<file path="config.mk">
export PLATFORM = sky130hd
export DESIGN_NAME = iosm_top
export DESIGN_NICKNAME = d
export VERILOG_FILES = /design/src/common/iosm_pkg.sv /design/src/common/iosm_tick_if.sv /design/src/logic/iosm_hour_tick.sv /design/src/logic/iosm_top.sv
export VERILOG_INCLUDE_DIRS = /design/src /design/src/common
export SDC_FILE = /design/constraint.sdc
export NUM_CORES = 2
export LEC_CHECK = 0
export BUFFER_PORTS_ARGS = -buffer_cell sky130_fd_sc_hd__buf_2
export CAP_MARGIN = 25
export CORE_MARGIN = 5
export CORE_UTILIZATION = 50
export CTS_CLUSTER_DIAMETER = 80
export DETAILED_ROUTE_END_ITERATION = 8
export PLACE_DENSITY = 0.68
export SYNTH_ARGS = -nofsm -noshare
export SYNTH_HDL_FRONTEND = slang
export SYNTH_SLANG_ARGS = --single-unit
</file>
<file path="constraint.sdc">
create_clock -name aclk -period 114.5 [get_ports aclk]
set_clock_uncertainty 0.05 [all_clocks]
set_input_delay 0 -clock aclk [delete_from_list [all_inputs] [get_ports aclk]]
set_output_delay 0 -clock aclk [all_outputs]
set_load 0.01 [all_outputs]
</file>
<file path="src/common/iosm_defs.svh">
// register offsets, field positions, reset values and timing counts
`ifndef IOSM_DEFS_SVH
`define IOSM_DEFS_SVH
// register byte offsets
`define IOSM_A_IN 8'h00
`define IOSM_A_OUT 8'h04
`define IOSM_A_LINK 8'h08
`define IOSM_A_OPT_IN 8'h0c
`define IOSM_A_OPT_OUT 8'h10
`define IOSM_A_CTRL 8'h14
`define IOSM_A_PWR 8'h18
`define IOSM_A_MOT 8'h1c
`define IOSM_A_SVC 8'h20
`define IOSM_A_REM 8'h24
`define IOSM_A_PK_INT 8'h28
`define IOSM_A_PK_HS 8'h2c
`define IOSM_A_PK_CUR 8'h30
`define IOSM_A_CAP 8'h34
`define IOSM_A_CAP_REF 8'h38
// field positions of the status words
`define IOSM_IN_FORWARD 0
`define IOSM_IN_BACKWARD 1
`define IOSM_IN_GEN_LO 2
`define IOSM_IN_EN 11
`define IOSM_LK_FORWARD 13
`define IOSM_LK_REVERSE 14
`define IOSM_LK_RST 15
`define IOSM_OUT_TR_LO 0
`define IOSM_OUT_AUX 4
`define IOSM_OUT_ALARM 8
`define IOSM_LINK_MASK 16'he9ff
// counter limits and reset values
`define IOSM_PWR_LAST 16'hffff
`define IOSM_MOT_LAST 17'h18696
`define IOSM_SVC_RST 17'h00000
`define IOSM_CAPREF_RST 16'h0000
`define IOSM_CAP_FULL 24'h000064
// axi responses
`define IOSM_RESP_OKAY 2'h0
`define IOSM_RESP_SLVERR 2'h2
// timing: clock rate, one second, one hour
`define IOSM_CLK_MHZ 125
`define IOSM_SEC_US 1000000
`define IOSM_SEC_CYCLES (`IOSM_SEC_US * `IOSM_CLK_MHZ)
`define IOSM_HOUR_S 3600
`endif

</file>
<file path="src/common/iosm_pkg.sv">
// shared types of the i/o status and maintenance block
package iosm_pkg;
    typedef logic [15:0] iosm_word_t;
    typedef enum logic [1:0] {
        IOSM_CH_IDLE = 2'b01,
        IOSM_CH_RESP = 2'b10
    } iosm_ch_st_t;
endpackage

</file>
<file path="src/common/iosm_tick_if.sv">
// carrier between the top and an hour tick generator
`timescale 1ns/1ps
interface iosm_tick_if;
    logic run;
    logic tick;
    modport gen (input run, output tick);
    modport user (output run, input tick);
endinterface

</file>
<file path="src/logic/iosm_hour_tick.sv">
// one-hour tick generator counting while run is high
`timescale 1ns/1ps
`include "iosm_defs.svh"
module iosm_hour_tick #(
    parameter logic [26:0] SEC_CYCLES = 27'(`IOSM_SEC_CYCLES),
    parameter logic [11:0] HOUR_S = 12'(`IOSM_HOUR_S)
) (
    // clock, reset, enable
    input wire logic aclk,
    input wire logic aresetn,
    input wire logic ce,
    // run and tick
    iosm_tick_if.gen t
);
    localparam logic [26:0] SEC_LAST = SEC_CYCLES - 27'h0000001;
    localparam logic [11:0] HOUR_LAST = HOUR_S - 12'h001;
    logic [26:0] cyc_r, cyc_nxt;
    logic [11:0] sec_r, sec_nxt;
    logic tick_r, tick_nxt;

    // cycles make seconds, seconds make the hour
    always_comb begin
        cyc_nxt = cyc_r;
        sec_nxt = sec_r;
        tick_nxt = 1'b0;
        if (t.run) begin
            if (cyc_r == SEC_LAST) begin
                cyc_nxt = 27'h0000000;
                if (sec_r == HOUR_LAST) begin
                    sec_nxt = 12'h000;
                    tick_nxt = 1'b1;
                end else begin
                    sec_nxt = sec_r + 12'h001;
                end
            end else begin
                cyc_nxt = cyc_r + 27'h0000001;
            end
        end
    end

    // register counters
    always_ff @(posedge aclk) begin
        if (!aresetn) begin
            cyc_r <= 27'h0000000;
            sec_r <= 12'h000;
            tick_r <= 1'b0;
        end else if (ce) begin
            cyc_r <= cyc_nxt;
            sec_r <= sec_nxt;
            tick_r <= tick_nxt;
        end
    end

    assign t.tick = tick_r;
endmodule

</file>
<file path="src/logic/iosm_top.sv">
// i/o status words and maintenance counters behind an axi4-lite slave
`timescale 1ns/1ps
`include "iosm_defs.svh"
module iosm_top #(
    parameter logic [26:0] SEC_CYCLES = 27'(`IOSM_SEC_CYCLES),
    parameter logic [11:0] HOUR_S = 12'(`IOSM_HOUR_S)
) (
    // clock, reset, enable
    input wire logic aclk,
    input wire logic aresetn,
    input wire logic ce,
    // axi4-lite write
    input wire logic awvalid,
    output logic awready,
    input wire logic [7:0] awaddr,
    input wire logic wvalid,
    output logic wready,
    input wire logic [31:0] wdata,
    input wire logic [3:0] wstrb,
    output logic bvalid,
    input wire logic bready,
    output logic [1:0] bresp,
    // axi4-lite read
    input wire logic arvalid,
    output logic arready,
    input wire logic [7:0] araddr,
    output logic rvalid,
    input wire logic rready,
    output logic [31:0] rdata,
    output logic [1:0] rresp,
    // terminal inputs, low when shorted
    input wire logic forward_run_input_n,
    input wire logic backward_run_input_n,
    input wire logic [6:0] general_input_n,
    input wire logic drive_permit_input_n,
    // output terminal states
    input wire logic [3:0] transistor_output,
    input wire logic auxiliary_relay_output,
    input wire logic alarm_relay_output,
    // link command word and option card
    input wire logic [15:0] link_cmd_word,
    input wire logic [15:0] option_input,
    input wire logic [7:0] option_output,
    // maintenance measurements
    input wire logic motor_running,
    input wire logic [15:0] internal_temp,
    input wire logic [15:0] heatsink_temp,
    input wire logic [15:0] rms_current,
    input wire logic [15:0] cap_measure,
    // link display
    output logic [15:0] link_leds,
    output logic [15:0] link_hex
);
    iosm_pkg::iosm_word_t in_r, in_nxt, out_r, out_nxt, link_r, link_nxt;
    iosm_pkg::iosm_word_t oin_r, oout_r, leds_r, leds_nxt, hex_r, hex_nxt;
    logic [15:0] pwr_r, pwr_nxt;
    logic [16:0] mot_r, mot_nxt, svc_r, svc_nxt;
    logic [31:0] rem_r, rem_nxt;
    logic [15:0] capref_r, capref_nxt;
    logic [23:0] cap_r, cap_nxt, cap_prod;
    logic ctrl_r, ctrl_nxt;
    logic ptick, mtick;
    logic [15:0] smp [3];
    iosm_pkg::iosm_ch_st_t wr_st_r, wr_st_nxt, rd_st_r, rd_st_nxt;
    logic aw_ok_r, aw_ok_nxt, w_ok_r, w_ok_nxt;
    logic [7:0] awaddr_r, awaddr_nxt;
    logic [31:0] wdata_r, wdata_nxt, wm, rdata_r, rdata_nxt, rd_word;
    logic [3:0] wstrb_r, wstrb_nxt;
    logic [1:0] bresp_r, bresp_nxt, rresp_r, rresp_nxt;
    logic rd_hit;

    // hour ticks: wall clock and motor running time
    iosm_tick_if pwr_if ();
    iosm_tick_if mot_if ();
    assign pwr_if.run = 1'b1;
    assign mot_if.run = motor_running;
    iosm_hour_tick #(.SEC_CYCLES(SEC_CYCLES), .HOUR_S(HOUR_S)) u_pwr_tick (
        .aclk(aclk),
        .aresetn(aresetn),
        .ce(ce),
        .t(pwr_if.gen)
    );
    iosm_hour_tick #(.SEC_CYCLES(SEC_CYCLES), .HOUR_S(HOUR_S)) u_mot_tick (
        .aclk(aclk),
        .aresetn(aresetn),
        .ce(ce),
        .t(mot_if.gen)
    );
    assign ptick = pwr_if.tick;
    assign mtick = mot_if.tick;

    // pack terminal and link status words and the link display words
    always_comb begin
        in_nxt = 16'h0000;
        in_nxt[`IOSM_IN_FORWARD] = ~forward_run_input_n;
        in_nxt[`IOSM_IN_BACKWARD] = ~backward_run_input_n;
        in_nxt[`IOSM_IN_GEN_LO +: 7] = ~general_input_n;
        in_nxt[`IOSM_IN_EN] = ~drive_permit_input_n;
        out_nxt = 16'h0000;
        out_nxt[`IOSM_OUT_TR_LO +: 4] = transistor_output;
        out_nxt[`IOSM_OUT_AUX] = auxiliary_relay_output;
        out_nxt[`IOSM_OUT_ALARM] = alarm_relay_output;
        link_nxt = link_cmd_word & `IOSM_LINK_MASK;
        leds_nxt = ctrl_r ? 16'h0000 : link_r;
        hex_nxt = ctrl_r ? link_r : 16'h0000;
    end

    // register status words
    always_ff @(posedge aclk) begin
        if (!aresetn) begin
            in_r <= 16'h0000;
            out_r <= 16'h0000;
            link_r <= 16'h0000;
            oin_r <= 16'h0000;
            oout_r <= 16'h0000;
            leds_r <= 16'h0000;
            hex_r <= 16'h0000;
        end else if (ce) begin
            in_r <= in_nxt;
            out_r <= out_nxt;
            link_r <= link_nxt;
            oin_r <= option_input;
            oout_r <= {8'h00, option_output};
            leds_r <= leds_nxt;
            hex_r <= hex_nxt;
        end
    end
    assign link_leds = leds_r;
    assign link_hex = hex_r;

    // hour counters, service remaining, capacitor health
    always_comb begin
        pwr_nxt = pwr_r;
        mot_nxt = mot_r;
        if (ptick) begin
            pwr_nxt = pwr_r + 16'h0001;
        end
        if (mtick) begin
            if (mot_r == `IOSM_MOT_LAST) begin
                mot_nxt = 17'h00000;
            end else begin
                mot_nxt = mot_r + 17'h00001;
            end
        end
        rem_nxt = {15'h0000, svc_r} - {15'h0000, mot_r};
        cap_prod = 24'(cap_measure) * `IOSM_CAP_FULL;
        if (capref_r == 16'h0000) begin
            cap_nxt = 24'h000000;
        end else begin
            cap_nxt = cap_prod / {8'h00, capref_r};
        end
    end

    // register maintenance values
    always_ff @(posedge aclk) begin
        if (!aresetn) begin
            pwr_r <= 16'h0000;
            mot_r <= 17'h00000;
            rem_r <= 32'h00000000;
            cap_r <= 24'h000000;
        end else if (ce) begin
            pwr_r <= pwr_nxt;
            mot_r <= mot_nxt;
            rem_r <= rem_nxt;
            cap_r <= cap_nxt;
        end
    end

    // hourly peak trackers, one each for internal_temp, heatsink_temp and rms_current
    assign smp[0] = internal_temp;
    assign smp[1] = heatsink_temp;
    assign smp[2] = rms_current;
    for (genvar g = 0; g < 3; g++) begin : g_peak
        logic [15:0] cur_r, cur_nxt, rep_r, rep_nxt;
        always_comb begin
            cur_nxt = cur_r;
            rep_nxt = rep_r;
            if (ptick) begin
                rep_nxt = (smp[g] > cur_r) ? smp[g] : cur_r;
                cur_nxt = 16'h0000;
            end else if (smp[g] > cur_r) begin
                cur_nxt = smp[g];
            end
        end
        always_ff @(posedge aclk) begin
            if (!aresetn) begin
                cur_r <= 16'h0000;
                rep_r <= 16'h0000;
            end else if (ce) begin
                cur_r <= cur_nxt;
                rep_r <= rep_nxt;
            end
        end
    end

    // byte-lane mask from the write strobes
    always_comb begin
        wm = 32'h00000000;
        for (int i = 0; i < 4; i++) begin
            wm[8*i +: 8] = wstrb_r[i] ? 8'hff : 8'h00;
        end
    end

    // axi write channel and writable registers
    always_comb begin
        wr_st_nxt = wr_st_r;
        aw_ok_nxt = aw_ok_r;
        awaddr_nxt = awaddr_r;
        w_ok_nxt = w_ok_r;
        wdata_nxt = wdata_r;
        wstrb_nxt = wstrb_r;
        bresp_nxt = bresp_r;
        ctrl_nxt = ctrl_r;
        svc_nxt = svc_r;
        capref_nxt = capref_r;
        case (wr_st_r)
            iosm_pkg::IOSM_CH_IDLE: begin
                if (awvalid && awready) begin
                    aw_ok_nxt = 1'b1;
                    awaddr_nxt = awaddr;
                end
                if (wvalid && wready) begin
                    w_ok_nxt = 1'b1;
                    wdata_nxt = wdata;
                    wstrb_nxt = wstrb;
                end
                if (aw_ok_r && w_ok_r) begin
                    aw_ok_nxt = 1'b0;
                    w_ok_nxt = 1'b0;
                    wr_st_nxt = iosm_pkg::IOSM_CH_RESP;
                    bresp_nxt = `IOSM_RESP_OKAY;
                    case (awaddr_r)
                        `IOSM_A_CTRL: begin
                            if (wstrb_r[0]) begin
                                ctrl_nxt = wdata_r[0];
                            end
                        end
                        `IOSM_A_SVC: begin
                            svc_nxt = 17'(({15'h0000, svc_r} & ~wm) |
                                          (wdata_r & wm));
                        end
                        `IOSM_A_CAP_REF: begin
                            capref_nxt = 16'(({16'h0000, capref_r} & ~wm) |
                                             (wdata_r & wm));
                        end
                        `IOSM_A_IN, `IOSM_A_OUT, `IOSM_A_LINK,
                        `IOSM_A_OPT_IN, `IOSM_A_OPT_OUT, `IOSM_A_PWR,
                        `IOSM_A_MOT, `IOSM_A_REM, `IOSM_A_PK_INT,
                        `IOSM_A_PK_HS, `IOSM_A_PK_CUR, `IOSM_A_CAP: begin
                            bresp_nxt = `IOSM_RESP_OKAY; // read only
                        end
                        default: bresp_nxt = `IOSM_RESP_SLVERR;
                    endcase
                end
            end
            iosm_pkg::IOSM_CH_RESP: begin
                if (bready) begin
                    wr_st_nxt = iosm_pkg::IOSM_CH_IDLE;
                end
            end
            default: wr_st_nxt = iosm_pkg::IOSM_CH_IDLE;
        endcase
    end

    // register write channel state
    always_ff @(posedge aclk) begin
        if (!aresetn) begin
            wr_st_r <= iosm_pkg::IOSM_CH_IDLE;
            aw_ok_r <= 1'b0;
            awaddr_r <= 8'h00;
            w_ok_r <= 1'b0;
            wdata_r <= 32'h00000000;
            wstrb_r <= 4'h0;
            bresp_r <= `IOSM_RESP_OKAY;
            ctrl_r <= 1'b0;
            svc_r <= `IOSM_SVC_RST;
            capref_r <= `IOSM_CAPREF_RST;
        end else if (ce) begin
            wr_st_r <= wr_st_nxt;
            aw_ok_r <= aw_ok_nxt;
            awaddr_r <= awaddr_nxt;
            w_ok_r <= w_ok_nxt;
            wdata_r <= wdata_nxt;
            wstrb_r <= wstrb_nxt;
            bresp_r <= bresp_nxt;
            ctrl_r <= ctrl_nxt;
            svc_r <= svc_nxt;
            capref_r <= capref_nxt;
        end
    end
    assign awready = ce && (wr_st_r == iosm_pkg::IOSM_CH_IDLE) && !aw_ok_r;
    assign wready = ce && (wr_st_r == iosm_pkg::IOSM_CH_IDLE) && !w_ok_r;
    assign bvalid = (wr_st_r == iosm_pkg::IOSM_CH_RESP);
    assign bresp = bresp_r;

    // read address decode
    always_comb begin
        rd_hit = 1'b1;
        case (araddr)
            `IOSM_A_IN: rd_word = {16'h0000, in_r};
            `IOSM_A_OUT: rd_word = {16'h0000, out_r};
            `IOSM_A_LINK: rd_word = {16'h0000, link_r};
            `IOSM_A_OPT_IN: rd_word = {16'h0000, oin_r};
            `IOSM_A_OPT_OUT: rd_word = {16'h0000, oout_r};
            `IOSM_A_CTRL: rd_word = {31'h00000000, ctrl_r};
            `IOSM_A_PWR: rd_word = {16'h0000, pwr_r};
            `IOSM_A_MOT: rd_word = {15'h0000, mot_r};
            `IOSM_A_SVC: rd_word = {15'h0000, svc_r};
            `IOSM_A_REM: rd_word = rem_r;
            `IOSM_A_PK_INT: rd_word = {16'h0000, g_peak[0].rep_r};
            `IOSM_A_PK_HS: rd_word = {16'h0000, g_peak[1].rep_r};
            `IOSM_A_PK_CUR: rd_word = {16'h0000, g_peak[2].rep_r};
            `IOSM_A_CAP: rd_word = {8'h00, cap_r};
            `IOSM_A_CAP_REF: rd_word = {16'h0000, capref_r};
            default: begin
                rd_word = 32'h00000000;
                rd_hit = 1'b0;
            end
        endcase
    end

    // axi read channel
    always_comb begin
        rd_st_nxt = rd_st_r;
        rdata_nxt = rdata_r;
        rresp_nxt = rresp_r;
        case (rd_st_r)
            iosm_pkg::IOSM_CH_IDLE: begin
                if (arvalid && arready) begin
                    rd_st_nxt = iosm_pkg::IOSM_CH_RESP;
                    rdata_nxt = rd_word;
                    rresp_nxt = rd_hit ? `IOSM_RESP_OKAY : `IOSM_RESP_SLVERR;
                end
            end
            iosm_pkg::IOSM_CH_RESP: begin
                if (rready) begin
                    rd_st_nxt = iosm_pkg::IOSM_CH_IDLE;
                end
            end
            default: rd_st_nxt = iosm_pkg::IOSM_CH_IDLE;
        endcase
    end

    // register read channel
    always_ff @(posedge aclk) begin
        if (!aresetn) begin
            rd_st_r <= iosm_pkg::IOSM_CH_IDLE;
            rdata_r <= 32'h00000000;
            rresp_r <= `IOSM_RESP_OKAY;
        end else if (ce) begin
            rd_st_r <= rd_st_nxt;
            rdata_r <= rdata_nxt;
            rresp_r <= rresp_nxt;
        end
    end
    assign arready = ce && (rd_st_r == iosm_pkg::IOSM_CH_IDLE);
    assign rvalid = (rd_st_r == iosm_pkg::IOSM_CH_RESP);
    assign rdata = rdata_r;
    assign rresp = rresp_r;

    // checks armed from the second edge after reset release
    logic arm_r, arm_nxt;
    always_comb begin
        arm_nxt = aresetn;
    end
    always_ff @(posedge aclk) begin
        arm_r <= arm_nxt;
    end
endmodule

</file>
## After elaboration in Yosys (flattened, before gate mapping)

Index checks and enable logic that the tools add are counted.

| word-level totals | value |
|---|---|
| bits in registers | 455 |
| bits of input ports | 181 |
| output and inout port bits | 73 |
| logic and storage cells | 168 |

| operators by class | value |
|---|---|
| $lt $le $gt $ge | 3 |
| reductions and logical operators | 33 |
| equality and inequality tests | 41 |
| add/sub/neg operators | 7 |
| bitwise operators | 10 |
| $mul | 1 |
| mux-type cells | 36 |
| div/mod/pow operators | 1 |

Operators by type and width:

| cell | number |
|---|---|
| one-hot mux 32 bit (15 select lines) | 1 |
| 2-to-1 mux 16 bit | 8 |
| equality test 8 x 6 -> 1 bit, second input constant | 14 |
| equality test 8 x 5 -> 1 bit, second input constant | 8 |
| adder 27 x 1 -> 27 bit, second input constant | 2 |
| equality test 27 bit, second input constant | 2 |
| 2-to-1 mux 27 bit | 2 |
| greater-than comparator 16 bit | 3 |
| bitwise AND 17 bit | 2 |
| equality test 8 x 4 -> 1 bit, second input constant | 4 |
| OR reduction 15 bit | 2 |
| AND reduction 3 bit | 9 |
| adder 12 x 1 -> 12 bit, second input constant | 2 |
| divider 23 x 16 -> 24 bit | 1 |
| equality test 12 bit, second input constant | 2 |
| 2-to-1 mux 12 bit | 2 |
| 2-to-1 mux 24 bit | 1 |
| multiplier 16 x 5 -> 21 bit, second input constant | 1 |
| subtractor 17 x 17 -> 18 bit | 1 |
| adder 17 x 1 -> 17 bit, second input constant | 1 |
| equality test 17 bit, second input constant | 1 |
| 2-to-1 mux 17 bit | 1 |
| inverter 17 bit | 1 |
| OR 17 bit | 1 |
| other kinds (22) | 60 |

## Depth between registers and ports, before layout

| logic depth | value |
|---|---|
| depth after elaboration | 6 |
| gate-level depth with buffers | 415 |
| gate-level depth less buffers | 384 |

## Cells and area by module

Synthesis repeated with hierarchy kept, for this count alone.

| second synthesis, totals | value |
|---|---|
| cells, all modules | 5,525 |
| area total of the unflattened synthesis | 41,942.7 um^2 |

Modules (own cells, without submodules):

| module | area each (um^2) | cells an instance | times used | sequential area each (um^2) |
|---|---|---|---|---|
| iosm_top | 38,061.5 | 5,071 | 1 | 6,906.6 |
| iosm_hour_tick | 1,940.6 | 227 | 2 | 800.8 |

## Worst setup path after synthesis

No wires, ideal clock.

| timing path | value |
|---|---|
| kind | input port to flip-flop |
| from | in cap_measure[2] |
| to | reg cap_r[0] |
| path buffers | 30 |
| stages on the path | 396 |
| data arrival time | 67.996 ns |
| required time | 114.376 ns |
| library setup time | 0.074 ns |
| slack | 46.380 ns |
| path through | buf_4 -> clkinv_1 -> ha_1 -> ha_1 -> ha_1 -> inv_1 -> fa_1 -> nor2b_1 -> o2111ai_1 -> a21boi_0 -> o211ai_1 -> or3_4 -> or4_1 -> a211oi_1 -> xnor2_1 -> ha_1 -> a21o_1 -> nand2_1 -> [... 360 more ...] -> a21o_1 -> a21oi_1 -> nor2b_1 -> o21ai_0 -> nand2b_1 -> inv_1 -> o41ai_1 -> or3_1 -> buf_6 -> mux2_1 -> ha_1 -> nand4_1 -> or3_1 -> nor4_1 -> a2111oi_0 -> o211ai_1 -> o22ai_2 -> a31oi_1 |

| on the way | value |
|---|---|
| longest elaborated chain between the ends | 3 |

RTL lines:

| what | RTL line | text |
|---|---|---|
| start: declaration | iosm_top.sv:49 | `input wire logic [15:0] cap_measure,` |
| multiplier 16 x 5 -> 21 bit (no line) | n/a |  |
| divider 23 x 16 -> 24 bit | iosm_top.sv:150 | `cap_nxt = cap_prod / {8'h00, capref_r};` |
| 2-to-1 mux 24 bit | iosm_top.sv:147 | `if (capref_r == 16'h0000) begin` |
| end signal: assignment | iosm_top.sv:165 | `cap_r <= cap_nxt;` |
| end: declaration | iosm_top.sv:60 | `logic [23:0] cap_r, cap_nxt, cap_prod;` |

No other way between the ends.
A chain may end at the register's enable or synchronous reset.

## Worst setup path after layout

Same ends and word-level chain as after synthesis.

==> results.md <==
- Die X: 297 um
- Yosys top cell area share: 20.7%
- Drt pass-1 iters: 6
- Mapped Area: 41100 um2
- Worst slew pin tran: 1.12 ns
- GRT overflow: 0
- Fmax achieved: 12.8 MHz
- Yosys top cell by area: dfxtp_1
- Number of DRC markers in iteration 0: 3349
- Hold buffers post-CTS: 179
- Clk slew on worst S/H paths: 0.06 ns
- CP bufs+invs: 14
- Root Buffer: clkbuf_16
- Run status: finished, final reports clean
- Initial antenna violation count: 0
- Number of vias per cell: 6.09
- Worst setup path start: cap_measure[2]
- MaxCap Viol Count: 0
- Final-stage net count: 6269
- CORE AREA: 81800 um2
- CP Launch Type: input pin
- I/O Buffers: 226
- # IOs: 254
- Row cnt: 105
- DR DRC count: 0
- Post-synth top cells: nor2_1 (484), a21oi_1 (447), dfxtp_1 (425), nand2_1 (400), ha_1 (390)
- Critical path endpoint category: flip-flop
- Antenna-violating nets left: 0
- CP peak stage delay: 0.77 ns
- CP arrival: 78.50 ns
- Cts bufs inserted: 45
- Post-DP HPWL: 101000 um
- Min cycle time layout: 78.06 ns
- Util after Layout: 56.8%
- Synth-to-Final Area Change: 13.2%
- Number of global-route vias before repair: 38300
- Period utilization: 68.2%
- Layout cells sized above 1: 9.27%
- Sinks on Clock Net: 425
- Slew Viols, Final: 0
- Die Ht: 297 um
- Vias: 41300
- Top-count cell post-synth: nor2_1
- FF+latch count, synth: 425
- CP required: 114.94 ns
- Synth area leaders: dfxtp_1 (21%), ha_1 (12%), a21oi_1 (5.4%)
- Hold WS: 0.0560 ns
- Global-route wire length before repair: 209000 um
- Post-synth EDFFs: 0
- WL/cell: 19.8 um
- Routability Congestion: 0.942
- Total track usage: 28.5%
- Syn Area/Cell: 7.61 um2
- Post-synth ARST share: 0%
- Largest fanout on the critical path: 30
- Post-CTS resize count: 0
- Worst min path class: in2reg
- HP Start: awvalid
- H-tree levels: 2
- Largest net degree at the start of global routing: 148
- Worst skew pair latency: 0.57 ns
- Critical Setup Path Class: in2reg
- Slowest cell on crit path: or3_1
- Primary FF master, synth: dfxtp_1
- Register area share after synthesis: 20.7%
- Final setup fails: 0
- Worst rel slew slack: 25.0%
- Cell variety after synth: 120
- Synth warn: 0
- Initial Util: 50.2%
- Routed WL: 134000 um
- Post-Synthesis Cells: 5403
- Setup Fix Bufs, Post-CTS: 0
- Worst-case clock buffer depth: 3
- Final setup TNS: 0 ns
- TritonCTS clock tree: built
- RSZ-0062 raised after global routing: false
- Final Hold Fails: 0
- Full die area: 88100 um2
- CP top delay family: compound AO/OA/AOI/OAI gates
-- final timing paths --
path	end	slack (ns)	cells after the start
max	cap_r[0]	36.44	371
min	aw_ok_r	0.06	3
max reg2reg	cap_r[0]	37.63	366
min reg2reg	cap_r[23]	0.38	2
-- flip-flops by register name, indices dropped and copies added (netlist names), 12 cells and up, named ones only --
| name | flops |
|---|---|
| cap_r | 24 |
| g_peak.cur_r | 48 |
| g_peak.rep_r | 48 |
| link_hex | 13 |
| link_leds | 13 |
| link_r | 13 |
| mot_r | 17 |
| oin_r | 16 |
| pwr_r | 16 |
| rdata | 25 |
| rem_r | 18 |
| u_mot_tick.cyc_r | 27 |
| u_mot_tick.sec_r | 12 |
| u_pwr_tick.cyc_r | 27 |
| u_pwr_tick.sec_r | 12 |
| wdata_r | 17 |
-- cell type report --
cell class / count / area (um2)
antenna: 1 / 2.50
clock buffer: 62 / 1300
clock inverter: 19 / 313
fill: 7549 / 35300
inverter: 223 / 837
multi-input combinational: 4528 / 30800
sequential: 425 / 8510
tap: 1070 / 1340
timing repair buffer: 462 / 3430
-- routing by layer --
| metal | GRT usage (%) | wire [um] | up-vias |
|---|---|---|---|
| met5 | 0 | 0 | - |
| met4 | 10.2 | 5560 | 0 |
| met3 | 3.48 | 9550 | 270 |
| met2 | 47.0 | 60000 | 1453 |
| met1 | 38.6 | 59100 | 19400 |
| li1 | - | - | 20200 |
-- stage by stage --
stage | area [um2] | std cells | setup slack (ns)
finish | 46500 | 6790 | 36.44
detailed placement | 43100 | 6527 | 37.37
CTS | 46500 | 6787 | 37.58
global placement | 43000 | 6524 | 37.89
floorplan | 41100 | 5410 | 46.38
global route | 46500 | 6789 | 30.18
-- worst register-to-register path: cells and delay by family, from the launching register on --
family,cells,cell delay [ns]
AOI/OAI and AO/OA,198,40.21
xor gates and xnor gates,3,0.67
adders and majority gates,23,7.31
buffers and inverters,12,2.60
DFF,1,0.45
muxes,8,2.73
and+or+nand+nor,122,22.75
-- kinds of logic after synthesis --
family / synth area share, %
simple gates: 24.8
compound gates: 24.9
buf+inv: 4.63
flops: 20.7
fa+ha+maj: 12.5
xor+xnor: 7.40
mux: 5.00
other cells: 0.00912
-- placed cells by master (no fill, tap or decap), drive strengths merged, types with 18 or more instances in the layout --
cell,n
a211oi,29
a21boi,47
a21o,148
a21oi,454
a221oi,37
a22o,29
a22oi,34
a31oi,108
and2,153
and3,67
buf,283
clkbuf,62
dfxtp,425
dlygate4sd3,179
ha,390
inv,226
mux2,68
mux2i,126
nand2,400
nand2b,91
nand3,142
nand4,89
nor2,484
nor2b,235
nor3,120
nor4,47
o211a,18
o211ai,26
o21a,91
o21ai,301
o22ai,73
o31ai,61
or2,37
or3,55
or4,24
xnor2,199
xor2,138
Power is not shown: default switching activity piles up to over one toggle a cycle in this logic, so the estimate is an artifact.
